## src/core/hwd_pkg.sv

```systemverilog
// constants for the host watchdog command port: request codes, item numbers,
// frame layout, reply codes and timing.
// assumes a byte-wide receiver/transmitter and a frame-gap detector outside.
//
// Operation
// - expiry flag read is function 0x01, item 0x010D, quantity 1; one-byte reply.
// - flag reply data byte is 0x00 when clear, 0x01 when expired.
// - period holds 0 to 255 tenths of a second; upper byte reads zero.
// - function 0x03 or 0x04 at 0x3038 value 0 is host alive; never answered.
// - function 0x05 at item 0x0104 enables with 0xFF00, disables with 0x0000.
// - function 0x05 at item 0x010D with 0xFF00 clears the expiry flag.
// - a good function 0x05 write is echoed unchanged.
// - function 0x06 at 0x01E8 stores a period from 0x0000 to 0x00FF.
// - a good function 0x06 write is echoed unchanged.
// - failures reply with function plus 0x80 and one exception code byte.
package hwd_pkg;

    // function codes
    localparam logic [7:0] FC_READ_BITS = 8'h01;
    localparam logic [7:0] FC_READ_HOLD = 8'h03;
    localparam logic [7:0] FC_READ_INPUT = 8'h04;
    localparam logic [7:0] FC_WRITE_BIT = 8'h05;
    localparam logic [7:0] FC_WRITE_REG = 8'h06;
    localparam logic [7:0] FC_ERROR_FLAG = 8'h80;

    // item and register numbers
    localparam logic [15:0] ITEM_ENABLE = 16'h0104;
    localparam logic [15:0] ITEM_EXPIRY = 16'h010d;
    localparam logic [15:0] REG_PERIOD = 16'h01e8;
    localparam logic [15:0] REG_ALIVE = 16'h3038;

    // values
    localparam logic [15:0] VAL_ON = 16'hff00;
    localparam logic [15:0] VAL_OFF = 16'h0000;
    localparam logic [15:0] VAL_ALIVE = 16'h0000;
    localparam logic [15:0] QTY_ONE = 16'h0001;
    localparam logic [15:0] PERIOD_MAX = 16'h00ff;
    localparam logic [7:0] FLAG_CLEAR_BYTE = 8'h00;
    localparam logic [7:0] FLAG_SET_BYTE = 8'h01;
    localparam logic [7:0] BYTES_FLAG = 8'h01;
    localparam logic [7:0] BYTES_PERIOD = 8'h02;

    // standard exception codes
    localparam logic [7:0] EXC_FUNCTION = 8'h01;
    localparam logic [7:0] EXC_ADDRESS = 8'h02;
    localparam logic [7:0] EXC_VALUE = 8'h03;

    // slave address range
    localparam logic [7:0] ADDR_MIN = 8'h01;
    localparam logic [7:0] ADDR_MAX = 8'hf7;

    // frame layout: every request here is eight bytes, crc included
    localparam int unsigned FRAME_LEN = 8;
    localparam logic [3:0] FRAME_LEN_B = 4'h8;
    localparam logic [3:0] LEN_EXC = 4'h3;
    localparam logic [3:0] LEN_FLAG = 4'h4;
    localparam logic [3:0] LEN_PERIOD = 4'h5;
    localparam logic [3:0] LEN_ECHO = 4'h6;

    // crc-16 as used on the serial link
    localparam logic [15:0] CRC_INIT = 16'hffff;
    localparam logic [15:0] CRC_POLY = 16'ha001;
    localparam logic [15:0] CRC_RESIDUE = 16'h0000;

    // reset values
    localparam logic [7:0] PERIOD_RST = 8'h00;
    localparam logic ENABLE_RST = 1'b0;

    // timing: one period unit is 100 ms at a 250 MHz clock
    localparam int unsigned CLOCK_MHZ = 250;
    localparam int unsigned UNIT_MS = 100;
    localparam int unsigned TICK_CYCLES_DFLT = UNIT_MS * 1000 * CLOCK_MHZ;

    // transmit sequencer
    typedef enum logic [1:0] {
        ST_IDLE,
        ST_LOAD,
        ST_SEND
    } hwd_state_t;

endpackage : hwd_pkg

```

## src/core/hwd_crc16.sv

```systemverilog
// byte-serial crc-16 accumulator for the serial frames.
// assumes bytes arrive one per cycle at most on the same clock.
module hwd_crc16 (
    // clock and reset
    input wire logic i_clock,
    input wire logic i_rst,
    // byte stream
    input wire logic i_clear,
    input wire logic i_valid,
    input wire logic [7:0] i_data,
    // running value
    output logic [15:0] o_crc
);
    import hwd_pkg::*;

    logic [15:0] crc_r;
    logic [15:0] crc_nxt;

    ////////////////////////////////////////////////////////////////////////////
    // one byte folded in, lsb first, as the link does it
    always_comb begin
        crc_nxt = crc_r ^ {8'h00, i_data};
        for (int b = 0; b < 8; b++) begin
            crc_nxt = crc_nxt[0] ? ((crc_nxt >> 1) ^ CRC_POLY) : (crc_nxt >> 1);
        end
    end

    // clear wins so a new frame never inherits the old tail
    always_ff @(posedge i_clock) begin
        if (i_rst || i_clear) begin
            crc_r <= CRC_INIT;
        end else if (i_valid) begin
            crc_r <= crc_nxt;
        end
    end

    assign o_crc = crc_r;

endmodule : hwd_crc16

```

## src/core/hwd_watchdog.sv

```systemverilog
// host watchdog with its command port: decodes eight-byte requests from
// the serial link, runs the supervision timer and sends the replies.
// assumes a receiver giving bytes and a frame-end pulse after the gap,
// and a transmitter taking one byte per valid/ready handshake.
module hwd_watchdog #(
    parameter int unsigned TICK_CYCLES = hwd_pkg::TICK_CYCLES_DFLT
) (
    // clock and reset
    input wire logic i_clock,
    input wire logic i_rst,
    // configuration
    input wire logic [7:0] i_slave_addr,
    // receive side
    input wire logic i_rx_valid,
    input wire logic [7:0] i_rx_data,
    input wire logic i_rx_frame_end,
    // transmit side
    output logic o_tx_valid,
    output logic [7:0] o_tx_data,
    input wire logic i_tx_ready,
    output logic o_tx_frame_last,
    // status
    output logic o_expired,
    output logic o_enabled,
    output logic [7:0] o_period
);
    import hwd_pkg::*;

    if (TICK_CYCLES < 2) begin : g_bad_tick
        $error("hwd_watchdog: TICK_CYCLES must be at least 2");
    end

    hwd_state_t state_r;
    logic [7:0] rx_buf_r [0:FRAME_LEN-1];
    logic [3:0] rx_cnt_r;
    logic rx_long_r;
    logic [15:0] rx_crc;
    logic [7:0] tx_buf_r [0:FRAME_LEN-1];
    logic [3:0] tx_len_r;
    logic [3:0] tx_idx_r;
    logic [7:0] tx_data_r;
    logic [15:0] tx_crc;
    logic tx_crc_step;
    logic enable_r;
    logic expired_r;
    logic [7:0] period_r;
    logic [31:0] tick_cnt_r;
    logic [7:0] elapsed_r;
    logic unit_tick;
    logic expire_evt;

    // decoded request fields
    logic [7:0] req_fc;
    logic [15:0] req_item;
    logic [15:0] req_val;
    logic addr_ok;
    logic frame_ok;
    logic take;

    // decode results
    logic [7:0] rsp [0:FRAME_LEN-1];
    logic [3:0] rsp_len;
    logic do_reply;
    logic do_kick;
    logic do_enable_wr;
    logic do_clear;
    logic do_period_wr;

    ////////////////////////////////////////////////////////////////////////////
    // receive collection; bytes during a reply are dropped since the line
    // is half duplex and anything heard then is not a request to us
    always_ff @(posedge i_clock) begin
        if (i_rst || i_rx_frame_end) begin
            rx_cnt_r <= 4'h0;
            rx_long_r <= 1'b0;
        end else if (i_rx_valid && state_r == ST_IDLE) begin
            if (rx_cnt_r < FRAME_LEN_B) begin
                rx_cnt_r <= rx_cnt_r + 4'h1;
            end else begin
                rx_long_r <= 1'b1; // oversize frames are never ours
            end
        end
    end

    // frame bytes held for decode
    always_ff @(posedge i_clock) begin
        if (i_rx_valid && state_r == ST_IDLE && rx_cnt_r < FRAME_LEN_B) begin
            rx_buf_r[rx_cnt_r[2:0]] <= i_rx_data;
        end
    end

    hwd_crc16 u_rx_crc (
        .i_clock(i_clock),
        .i_rst(i_rst),
        .i_clear(i_rx_frame_end),
        .i_valid(i_rx_valid && state_r == ST_IDLE),
        .i_data(i_rx_data),
        .o_crc(rx_crc)
    );

    ////////////////////////////////////////////////////////////////////////////
    // request fields and frame acceptance
    assign req_fc = rx_buf_r[1];
    assign req_item = {rx_buf_r[2], rx_buf_r[3]};
    assign req_val = {rx_buf_r[4], rx_buf_r[5]};
    // broadcast and out-of-range addresses never match
    assign addr_ok = rx_buf_r[0] == i_slave_addr && i_slave_addr >= ADDR_MIN
        && i_slave_addr <= ADDR_MAX;
    assign frame_ok = rx_cnt_r == FRAME_LEN_B && !rx_long_r && rx_crc == CRC_RESIDUE;
    assign take = state_r == ST_IDLE && i_rx_frame_end && frame_ok && addr_ok;

    // per-function decode: reply bytes without crc and the side effects
    always_comb begin
        for (int i = 0; i < FRAME_LEN; i++) begin
            rsp[i] = 8'h00;
        end
        rsp[0] = i_slave_addr;
        rsp[1] = req_fc | FC_ERROR_FLAG;
        rsp[2] = EXC_FUNCTION;
        rsp_len = LEN_EXC;
        do_reply = 1'b1;
        do_kick = 1'b0;
        do_enable_wr = 1'b0;
        do_clear = 1'b0;
        do_period_wr = 1'b0;
        case (req_fc)
            FC_READ_BITS: begin
                if (req_item != ITEM_EXPIRY) begin
                    rsp[2] = EXC_ADDRESS;
                end else if (req_val != QTY_ONE) begin
                    rsp[2] = EXC_VALUE;
                end else begin
                    rsp[1] = req_fc;
                    rsp[2] = BYTES_FLAG;
                    rsp[3] = expired_r ? FLAG_SET_BYTE : FLAG_CLEAR_BYTE;
                    rsp_len = LEN_FLAG;
                end
            end
            FC_READ_HOLD, FC_READ_INPUT: begin
                if (req_item == REG_ALIVE && req_val == VAL_ALIVE) begin
                    do_kick = 1'b1;
                    do_reply = 1'b0;
                end else if (req_fc == FC_READ_HOLD && req_item == REG_PERIOD) begin
                    if (req_val != QTY_ONE) begin
                        rsp[2] = EXC_VALUE;
                    end else begin
                        rsp[1] = req_fc;
                        rsp[2] = BYTES_PERIOD;
                        rsp[3] = 8'h00;
                        rsp[4] = period_r;
                        rsp_len = LEN_PERIOD;
                    end
                end else begin
                    rsp[2] = EXC_ADDRESS;
                end
            end
            FC_WRITE_BIT: begin
                if (req_item == ITEM_ENABLE) begin
                    if (req_val == VAL_ON || req_val == VAL_OFF) begin
                        do_enable_wr = 1'b1;
                    end else begin
                        rsp[2] = EXC_VALUE;
                    end
                end else if (req_item == ITEM_EXPIRY) begin
                    if (req_val == VAL_ON) begin
                        do_clear = 1'b1;
                    end else begin
                        rsp[2] = EXC_VALUE;
                    end
                end else begin
                    rsp[2] = EXC_ADDRESS;
                end
                if (do_enable_wr || do_clear) begin
                    for (int i = 1; i < 6; i++) begin
                        rsp[i] = rx_buf_r[i];
                    end
                    rsp_len = LEN_ECHO;
                end
            end
            FC_WRITE_REG: begin
                if (req_item != REG_PERIOD) begin
                    rsp[2] = EXC_ADDRESS;
                end else if (req_val > PERIOD_MAX) begin
                    rsp[2] = EXC_VALUE;
                end else begin
                    do_period_wr = 1'b1;
                    for (int i = 1; i < 6; i++) begin
                        rsp[i] = rx_buf_r[i];
                    end
                    rsp_len = LEN_ECHO;
                end
            end
            default: begin
                rsp[2] = EXC_FUNCTION;
            end
        endcase
    end

    ////////////////////////////////////////////////////////////////////////////
    // watchdog settings
    always_ff @(posedge i_clock) begin
        if (i_rst) begin
            enable_r <= ENABLE_RST;
            period_r <= PERIOD_RST;
        end else if (take) begin
            if (do_enable_wr) begin
                enable_r <= req_val == VAL_ON;
            end
            if (do_period_wr) begin
                period_r <= req_val[7:0];
            end
        end
    end

    // unit prescaler and elapsed count; a notice, a change of enable or a
    // stopped timer restarts the count so a fresh period is always whole
    assign unit_tick = tick_cnt_r == TICK_CYCLES - 1;
    always_ff @(posedge i_clock) begin
        if (i_rst || !enable_r || expired_r || (take && (do_kick || do_enable_wr))) begin
            tick_cnt_r <= 32'h0;
            elapsed_r <= 8'h00;
        end else if (unit_tick) begin
            tick_cnt_r <= 32'h0;
            if (elapsed_r != 8'hff) begin
                elapsed_r <= elapsed_r + 8'h01;
            end
        end else begin
            tick_cnt_r <= tick_cnt_r + 32'h1;
        end
    end

    // a zero period never expires; otherwise expire once it has elapsed
    assign expire_evt = enable_r && period_r != 8'h00 && elapsed_r >= period_r;

    // expiry flag: the event wins over a clear in the same cycle
    always_ff @(posedge i_clock) begin
        if (i_rst) begin
            expired_r <= 1'b0;
        end else if (expire_evt) begin
            expired_r <= 1'b1;
        end else if (take && do_clear) begin
            expired_r <= 1'b0;
        end
    end

    ////////////////////////////////////////////////////////////////////////////
    // reply buffer, loaded in the cycle the request is taken
    always_ff @(posedge i_clock) begin
        if (take && do_reply) begin
            for (int i = 0; i < FRAME_LEN; i++) begin
                tx_buf_r[i] <= rsp[i];
            end
            tx_len_r <= rsp_len;
        end
    end

    // transmit sequencer: data bytes, then crc low, then crc high
    always_ff @(posedge i_clock) begin
        if (i_rst) begin
            state_r <= ST_IDLE;
            tx_idx_r <= 4'h0;
            tx_data_r <= 8'h00;
        end else begin
            case (state_r)
                ST_IDLE: begin
                    tx_idx_r <= 4'h0;
                    if (take && do_reply) begin
                        state_r <= ST_LOAD;
                    end
                end
                ST_LOAD: begin
                    if (tx_idx_r < tx_len_r) begin
                        tx_data_r <= tx_buf_r[tx_idx_r[2:0]];
                    end else if (tx_idx_r == tx_len_r) begin
                        tx_data_r <= tx_crc[7:0];
                    end else begin
                        tx_data_r <= tx_crc[15:8];
                    end
                    state_r <= ST_SEND;
                end
                ST_SEND: begin
                    if (i_tx_ready) begin
                        tx_idx_r <= tx_idx_r + 4'h1;
                        state_r <= o_tx_frame_last ? ST_IDLE : ST_LOAD;
                    end
                end
                default: begin
                    state_r <= ST_IDLE;
                end
            endcase
        end
    end

    // crc covers the data bytes only, folded in as each is accepted
    assign tx_crc_step = state_r == ST_SEND && i_tx_ready && tx_idx_r < tx_len_r;
    hwd_crc16 u_tx_crc (
        .i_clock(i_clock),
        .i_rst(i_rst),
        .i_clear(take),
        .i_valid(tx_crc_step),
        .i_data(tx_data_r),
        .o_crc(tx_crc)
    );

    ////////////////////////////////////////////////////////////////////////////
    // outputs
    assign o_tx_valid = state_r == ST_SEND;
    assign o_tx_data = tx_data_r;
    assign o_tx_frame_last = state_r == ST_SEND && tx_idx_r == tx_len_r + 4'h1;
    assign o_expired = expired_r;
    assign o_enabled = enable_r;
    assign o_period = period_r;

endmodule : hwd_watchdog

```

## config.mk

```make
export PLATFORM = sky130hd
export DESIGN_NAME = hwd_watchdog
export DESIGN_NICKNAME = d
export VERILOG_FILES = /design/src/core/hwd_pkg.sv /design/src/core/hwd_crc16.sv /design/src/core/hwd_watchdog.sv
export SDC_FILE = /design/constraint.sdc
export NUM_CORES = 1
export LEC_CHECK = 0
export BUFFER_PORTS_ARGS = -buffer_cell sky130_fd_sc_hd__buf_2
export CAP_MARGIN = 20
export CORE_UTILIZATION = 25
export CTS_BUF_LIST = sky130_fd_sc_hd__clkbuf_16
export DETAILED_ROUTE_END_ITERATION = 8
export PLACE_DENSITY = 0.37
export SLEW_MARGIN = 20
export SYNTH_ARGS = -nofsm -noshare
export SYNTH_HDL_FRONTEND = slang
export SYNTH_SLANG_ARGS = --single-unit
```

## constraint.sdc

```tcl
create_clock -name i_clock -period 14.1 [get_ports i_clock]
set_input_delay 0.705 -clock i_clock [delete_from_list [all_inputs] [get_ports i_clock]]
set_output_delay 0.705 -clock i_clock [all_outputs]
set_load 0.01 [all_outputs]
```

# Yosys cells after proc, flatten, opt, wreduce, memory -nomap -nowiden
# Memories as Yosys holds them, arrays and structs flattened. A register that Yosys moved wholly into a read port is not among the register bits.
# Cells that the tools add are included.
# classes
n_reduce_logical	44
bitwise	19
magnitude_cmp	6
n_addsub	5
n_mux	86
n_eq_ne	23
# ops
cell	count
$mux W16	17
$mux W8	14
$pmux W8 S4	3
$eq A16 B9 Y1 const B	3
$mux W24	2
$not A2 Y3	16
$mux W40	1
$add A32 B1 Y32 const B	1
$eq A32 B25 Y1 const B	1
$logic_not A16 Y1	2
$mux W32	1
$ne A16 B9 Y1 const B	2
$xor A16 B8 Y16	2
$mux W3	10
$mux W1	26
$eq A8 B3 Y1 const B	3
$pmux W8 S3	1
$logic_and A1 B1 Y1	19
$eq A16 B14 Y1 const B	1
$eq A16 B16 Y1 const B	1
$gt A16 B8 Y1 const B	1
$ne A16 B1 Y1 const B	1
$pmux W8 S2	1
$reduce_and A2 Y1	7
other kinds (28)	47
# word_totals
wordCells	198
mem_bits_rw	128
n_memories	2
register_bits	105
inputBits	21
# memory_table
name	depth	word_bits	read_ports	rd_ports_with_merged_regs	wr	line	rtl
rx_buf_r	8	8	6	0	1	hwd_watchdog.sv:34	logic [7:0] rx_buf_r [0:FRAME_LEN-1];
tx_buf_r	8	8	1	1	8	hwd_watchdog.sv:38	logic [7:0] tx_buf_r [0:FRAME_LEN-1];

# Depth between registers and ports, before layout
# Gate-level depths: netlist of the first run.
# depth
word_depth	17
ltp_mapped	11

# Modules after synthesis
# A second synthesis of the first run with hierarchy kept.
# unflattened
hier_cells	908
area_unflattened_um2	9519.1
# by_module_without_submodules
mod	cells_per_inst	area_per_inst_um2	seq_area_each_um2	instances
hwd_watchdog	726	7857.5	4414.2	1
hwd_crc16	91	830.8	320.3	2

# Least setup slack after synthesis of the first run
# Ideal clock, no wire load.
# synth_path
kind	input to register
start	input port i_rx_frame_end
end	register state_r[0]
setup_slack_ns	9.557
arrival_time_ns	4.475
setup_ns	0.069
stages	6
n_path_buf	0
required_time_ns	14.031
path_cell_list	nor4b_1 > nand4_1 > or3_1 > or3_1 > nor2_1 > o221a_2
# synth_between
elab_chain_cells	6
# synth_rtl
element	line	rtl
from (decl)	hwd_watchdog.sv:16	input wire logic i_rx_frame_end,
$logic_and A1 B1 Y1 (3 in a row)	hwd_watchdog.sv:110	assign take = state_r == ST_IDLE && i_rx_frame_end && frame_ok && addr_ok;
$logic_and A1 B1 Y1	hwd_watchdog.sv:267	if (take && do_reply) begin
$ne A2 B1 Y1 (no source line)	--	
$reduce_and A2 Y1 (no source line)	--	
to (signal assigned)	hwd_watchdog.sv:284	state_r <= o_tx_frame_last ? ST_IDLE : ST_LOAD;
to (decl)	hwd_watchdog.sv:33	hwd_state_t state_r;
# No other way between the ends.
# A chain may end at the register's enable or synchronous reset.

==> impl_metrics.yaml, run 1 <==
final_layout:
  areaGrowthSynthToFinish_pct: 16.2
  fillers: 3715
  layout.nets: 928
  antenna_cells: 0
  final_area_mm2: 0.0107
  drive_above_1_share: 0.122
logic_synthesis:
  synthAdderAreaFrac: 0.0231
  synth.yosys.warnings: 0
  synth_top_family_by_area: "simple AND/OR/NAND/NOR gates"
  synth-compound-area-share: 0.0789
  syn_avg_cell_area_um2: 10.9
  synth_xor_area_frac: 0.0886
  yosysTopAreaCell: "edfxtp_1"
  netlist_area_mm2: 0.00922
  yosysMostFrequentCell: "dfxtp_1"
  synth_cell_types: 61
  async_reset_ff_frac: 0
  synth-main-ff-cell: "dfxtp_1"
  synthSimpleGateAreaFrac: 0.179
  yosysSeqAreaShare: 0.548
  synth_seq_cells: 203
  synth_edf_count: 99
  synthCells: 846
  synth.area.mux_share: 0.0543
  synth_area_leaders: "edfxtp_1, dfxtp_1, xnor2_1"
  yosys-top-cells-count: "dfxtp_1, edfxtp_1, nor2_1, nand2_1, xnor2_1"
  synth_top_area_frac: 0.323
route:
  antenna_left: 0
  wirelength_um: 23100
  first_iter_violations: 292
  avgViaCountPerCell: 4.50
  vias: 6157
  drtPass1Iterations: 6
  detail_route.wl_per_cell_um: 16.9
  route.detailed.drc: 0
setup_path:
  r2r_cells: 7
  cp_slowest_stage_delay_ns: 0.58
  crit_required_ns: 14.48
  crit_path_start: "rx_buf_r[1][5]$_DFFE_PP_"
  r2r_start: "rx_buf_r[1][5]$_DFFE_PP_"
  crit_type: "reg2reg"
  cp_max_fo: 25
  cp_slowest_cell: "or2_1"
  path_cells: "or4_4 > or4_4 > or4_4 > o21ai_1 > a31o_2 > or2_1 > nor2_1"
  cp.depth: 7
  crit_end: "tick_cnt_r[5]$_SDFF_PP0_"
  endpoint_kind: "flop"
  arrival_ns: 3.81
  critPathTopFamily: "simple AND/OR/NAND/NOR gates"
  cpMostUsedCell: "or4_4"
  reg2reg_to: "tick_cnt_r[5]$_SDFF_PP0_"
  worst-r2r-setup-slack_ns: 10.68
  start_kind: "flop"
  crit_buf_inv: 0
placed_design:
  place_hpwl_um: 16200
  place_area_mm2: 0.00994
  portBuffers: 40
  gp_congestion: 0.762
min_path:
  hold_class: "in2reg"
  whs_path_depth: 1
floorplan:
  die_area_mm2: 0.0376
  start_util: 0.257
  die_y_um: 194
  core_area_mm2: 0.0359
  rows: 69
  ioPinCount: 41
  die_width_um: 194
power:
  combPwrFrac: 0.037
  leakage_uw: 0.00366
  switching_power_uw: 279
  total_power_uw: 1280
  switching_share: 0.219
  p_seq_frac: 0.492
  power_frac_clock: 0.471
  power_density_mw_per_mm2: 119
  vdd_ir_drop_max_uv: 49.0
  p_int_uw: 996
timing:
  timing.final.crit_share: 0.243
  slew_headroom: 0.302
  max_freq_ghz: 0.292
  hold_viol: 0
  slew_violations: 0
  worstMarginPinSlew_ns: 1.04
  finalCriticalPeriod_ns: 3.42
  fin_skew_ns: 0.0201
  fin_setup_tns_ns: 0
  rsz0062_at_grt: "false"
  setup_viol_count_final: 0
run_status:
  status: "finished, final reports clean"
clocking:
  post_cts_resized: 0
  clk_latency_ns: 0.53
  post-cts-setup-buffers: 0
  clkTransAtPathRegs_ns: 0.06
  clockBufferDepth: 3
  clkSinkCount: 203
  holdBufCountCts: 0
  cts_root_buf: "clkbuf_16"
  cts_tree: "built"
  cts_buffers: 24
  htreeDepth: 1
grt:
  grt_pass1_wl_um: 36300
  grt_max_degree: 53
  grt_pass1_vias: 6072
  grt_use_total: 0.123
  antenna_found_initial: 0
  grt-ovfl-total: 0
run:
  cap_violations: 0
## cells by family (layout without fill, tap and decap cells)
group                    Yosys count  count (layout)
AND/OR/NAND/NOR                  326             326
flip-flops                       203             203
AO/OA/AOI/OAI                    106             106
XOR/XNOR                          90              90
buffers and inverters             64             119
multiplexers                      39              39
adder cells (fa/ha/maj)           17              17
other                              1               8
## metal layers
metal  global-route usage  vias to the layer above  wire length (um)
met5                    0                        -                 0
met4               0.0370                        0               543
met3               0.0214                       37               694
met2                0.206                       55             10800
met1                0.162                     2919             11000
li1                     -                     3146                 -
## per-stage QoR
step           hold slack, ns  utilization  worst slack [ns]  instances
6_report                0.416        0.298             10.68       1369
2_1_floorplan           0.424            -              9.56        853
5_1_grt                 0.402        0.298             10.32       1369
3_5_place_dp            0.444        0.277             10.50       1325
3_3_place_gp            0.435        0.276             10.57       1325
4_1_cts                 0.391        0.298             10.61       1369
## state kept, by name, indices dropped and copies added (netlist names), named ones only
name	cells
rx_long_r	1
rx_buf_r	48
u_tx_crc.o_crc	16
rx_cnt_r	4
state_r	2
o_period	8
elapsed_r	8
o_tx_data	8
tx_buf_r	48
tx_len_r	3
tx_idx_r	4
o_expired	1
o_enabled	1
u_rx_crc.o_crc	16
tick_cnt_r	32
## power by group through the flow
stage	logic [uW]	registers, uW	clock network [uW]
5_1_grt	51.8	627	645
3_5_place_dp	48.2	640	0
6_report	47.5	627	601
4_1_cts	48.6	627	624
2_1_floorplan	32.4	638	0
3_3_place_gp	48.6	640	0
## cells in the final DEF, fill, tap and decap left out, types with 6 or more instances in the layout
master	Yosys	final
mux4_2	8	8
nand3_1	37	36
mux2_2	8	8
o221ai_1	8	8
ha_1	17	17
buf_2	2	40
nand2b_1	7	7
edfxtp_1	99	99
o211ai_1	27	27
and3_1	10	10
conb_1	1	8
nor3_1	31	26
or3_1	7	7
nand4_1	13	13
nor4b_1	6	6
nor2b_1	7	7
inv_1	31	39
dfxtp_1	104	103
nor4_1	17	17
o21ai_0	10	10
xor2_1	35	35
xnor2_1	53	53
and2_1	12	12
nand2_1	74	74
mux2i_1	23	23
a21oi_1	25	25
clkbuf_16	0	25
a21o_1	12	12
nor2_1	77	76
## worst min path at each step
| stage | slack, ns | endpoint | from |
|---|---|---|---|
| CTS | 0.39 | tx_buf_r[0][1]$_DFFE_PP_ | i_slave_addr[1] |
| global placement | 0.44 | tx_buf_r[1][5]$_DFFE_PP_ | rx_buf_r[1][5]$_DFFE_PP_ |
| floorplan | 0.42 | tx_buf_r[1][1]$_DFFE_PP_ | rx_buf_r[1][1]$_DFFE_PP_ |
| finish | 0.42 | tx_buf_r[0][1]$_DFFE_PP_ | i_slave_addr[1] |
| detailed placement | 0.44 | tx_buf_r[1][4]$_DFFE_PP_ | rx_buf_r[1][4]$_DFFE_PP_ |
| global route | 0.40 | tx_buf_r[0][1]$_DFFE_PP_ | i_slave_addr[1] |
## layout make-up
| type | instances | area, um2 | share of cell area |
|---|---|---|---|
| timing repair buffer | 44 | 230 | 0.0215 |
| sequential | 203 | 5060 | 0.472 |
| inverter | 31 | 116 | 0.0109 |
| clock inverter | 19 | 130 | 0.0121 |
| clock buffer | 25 | 626 | 0.0584 |
| multi-input combinational | 586 | 3980 | 0.371 |
| tap | 461 | 577 | 0.0538 |
Note: power is estimated with default switching activity, not from simulation.
==> run 2, diff against run 1 <==
- ABC_AREA: unset -> 1
- PLACE_DENSITY: 0.37 -> 0.38
- clock period: 14.1 -> 2.9 ns (I/O delays scaled with it)
==> impl_metrics.yaml, run 2 <==
final_layout:
  layout.nets: 1391
  layout_commonest_cell: "nand2_1"
  antenna_cells: 0
  areaGrowthSynthToFinish_pct: 18.2
  mostFrequentLayoutCells: "nand2_1, nor2_1, inv_1"
  drive_above_1_share: 0.127
logic_synthesis:
  synth-main-ff-cell: "dfxtp_1"
  async_reset_ff_frac: 0
  yosysSeqAreaShare: 0.484
  synth_seq_cells: 203
  synth_area_leaders: "edfxtp_1, dfxtp_1, nand2_1"
  synth_edf_count: 99
  yosysTopAreaCell: "edfxtp_1"
  synth.yosys.warnings: 0
  synthCells: 1268
  yosys-top-cells-count: "nand2_1, nor2_1, inv_1, dfxtp_1, edfxtp_1"
  syn_avg_cell_area_um2: 8.24
  netlist_area_mm2: 0.0104
  synth_cell_types: 49
  synth_top_area_frac: 0.285
  yosysMostFrequentCell: "nand2_1"
timing:
  finalCriticalPeriod_ns: 2.24
  fin_setup_tns_ns: 0
  setup_viol_count_final: 0
  rsz0062_at_grt: "false"
  worstMarginPinSlew_ns: 0.749
  fin_ws_ns: 0.660
  hold_viol: 0
  slew_violations: 0
  max_freq_ghz: 0.446
  timing.final.crit_share: 0.773
  slew_headroom: 0.500
  fin_skew_ns: 0.0256
floorplan:
  start_util: 0.255
  ioPinCount: 41
  die_area_mm2: 0.0426
  die_y_um: 206
  rows: 74
  core_area_mm2: 0.0410
  die_width_um: 206
grt:
  antenna_found_initial: 0
  grt-ovfl-total: 0
  grt_max_degree: 52
  grt_pass1_vias: 8242
  grt_pass1_wl_um: 45500
  grt_use_total: 0.138
route:
  first_iter_violations: 459
  vias: 8365
  avgViaCountPerCell: 4.39
  route.detailed.drc: 4
  drtPass1Iterations: 7
  wirelength_um: 28600
  antenna_left: 0
  detail_route.wl_per_cell_um: 15.0
power:
  vdd_ir_drop_max_uv: 412
  leakage_uw: 0.00487
  power_density_mw_per_mm2: 520
clocking:
  post_cts_resized: 0
  cts_buffers: 26
  post-cts-setup-buffers: 0
  clkSinkCount: 203
  cts_tree: "built"
  cts_root_buf: "clkbuf_16"
  clkTransAtPathRegs_ns: 0.06
  clockBufferDepth: 3
  htreeDepth: 1
  holdBufCountCts: 20
  clk_latency_ns: 0.56
setup_path:
  endpoint_kind: "flop"
  critPathTopFamily: "simple AND/OR/NAND/NOR gates"
  reg2reg_to: "tx_buf_r[4][4]$_DFFE_PP_"
  cp_slowest_cell: "nor4_1"
  crit_buf_inv: 2
  arrival_ns: 2.45
  crit_type: "reg2reg"
  r2r_start: "rx_cnt_r[1]$_SDFFE_PP0P_"
  cp_max_fo: 51
  crit_required_ns: 3.11
  r2r_cells: 7
  worst-r2r-setup-slack_ns: 0.66
  start_kind: "flop"
  path_cells: "inv_1 > ha_1 > nand3_1 > nor4_1 > nand4_1 > nor2_4 > buf_12"
  cp_slowest_stage_delay_ns: 0.48
placed_design:
  gp_congestion: 0.785
  post-place-ws_ns: 0.658
  portBuffers: 40
  place_hpwl_um: 21200
run_status:
  status: "complete, but fails checks"
  violations: "DRC"
min_path:
  min_to: "u_rx_crc.o_crc[6]$_SDFFE_PP1P_"
  holdCritStartpoint: "i_rx_frame_end"
  hold_class: "in2reg"
  whs_path_depth: 4
run:
  cap_violations: 0
[run 2: cell types whose count changed in the layout (fill, tap and decap cells not counted), sizes merged, moves of 10 or more]
cell         change
a21oi           +19
nand3           +51
nor2           +110
nand4           +18
dlygate4sd3     +20
mux2i           -23
and3            -10
inv            +131
o21ai           +29
and2            -10
nand2          +225
a21o            -12
xnor2           -27
[run 2: worst max-delay path by stage]
stage                     slack [ns]                       end  cells past startpoint                startpoint
after floorplan                 0.08  tx_buf_r[0][0]$_DFFE_PP_                      6  rx_cnt_r[1]$_SDFFE_PP0P_
after detailed placement        0.66  tx_buf_r[4][2]$_DFFE_PP_                      7  rx_cnt_r[1]$_SDFFE_PP0P_
final                           0.66  tx_buf_r[4][4]$_DFFE_PP_                      7  rx_cnt_r[1]$_SDFFE_PP0P_
after global routing            0.44  rx_buf_r[1][6]$_DFFE_PP_                      9   state_r[1]$_SDFFE_PP0P_
after global placement          0.65  rx_buf_r[1][4]$_DFFE_PP_                      9   state_r[1]$_SDFFE_PP0P_
after CTS                       0.62  tx_buf_r[4][0]$_DFFE_PP_                      7  rx_cnt_r[1]$_SDFFE_PP0P_
[run 2: final cells by class]
| class | instances | area, um2 |
|---|---|---|
| Clock buffer | 26 | 651 |
| Fill cell | 4380 | 28700 |
| Inverter | 170 | 643 |
| Sequential cell | 203 | 5050 |
| Clock inverter | 22 | 173 |
| Timing Repair Buffer | 69 | 480 |
| Tap cell | 532 | 666 |
| Multi-Input combinational cell | 883 | 4680 |
[run 2: power by group]
| part | switching (uW) | leakage (uW) | internal (uW) |
|---|---|---|---|
| combinational | 186 | 0.00273 | 94.1 |
| clock | 1290 | 0.000413 | 1810 |
| sequential | 18.3 | 0.00172 | 3030 |
[run 2: kinds of logic after synthesis]
logic type / Yosys count / synth area share
AND/OR/NAND/NOR: 664 / 0.295
flip-flops: 203 / 0.484
buffers and inverters: 189 / 0.0717
AO/OA/AOI/OAI: 139 / 0.0812
XOR/XNOR: 55 / 0.0475
adder cells (fa/ha/maj): 17 / 0.0204
other: 1 / 0.000359
[run 2: through the flow]
step,hold WS [ns],total power (uW),instance area (um2),std cells,utilization
finish,0.0974,6420,12300,1905,0.301
global route,0.100,6690,12300,1905,0.301
CTS,0.0764,6540,12300,1905,0.301
detailed placement,0.391,3370,11300,1837,0.276
global placement,0.385,3370,11300,1837,0.276
floorplan,0.244,3260,10500,1275,-
[run 2: layer usage]
layer,vias to the layer above,global-route usage,part of all wire
li1,4363,-,-
met1,3855,0.179,0.47
met2,108,0.236,0.48
met3,39,0.0175,0.030
met4,0,0.0391,0.021
met5,-,0,0
[run 2: tightest hold or removal path, cell delays in order]
cell and delay [ns]:
buf_2 0.13, nor2_1 0.05, buf_4 0.20, o221ai_1 0.09
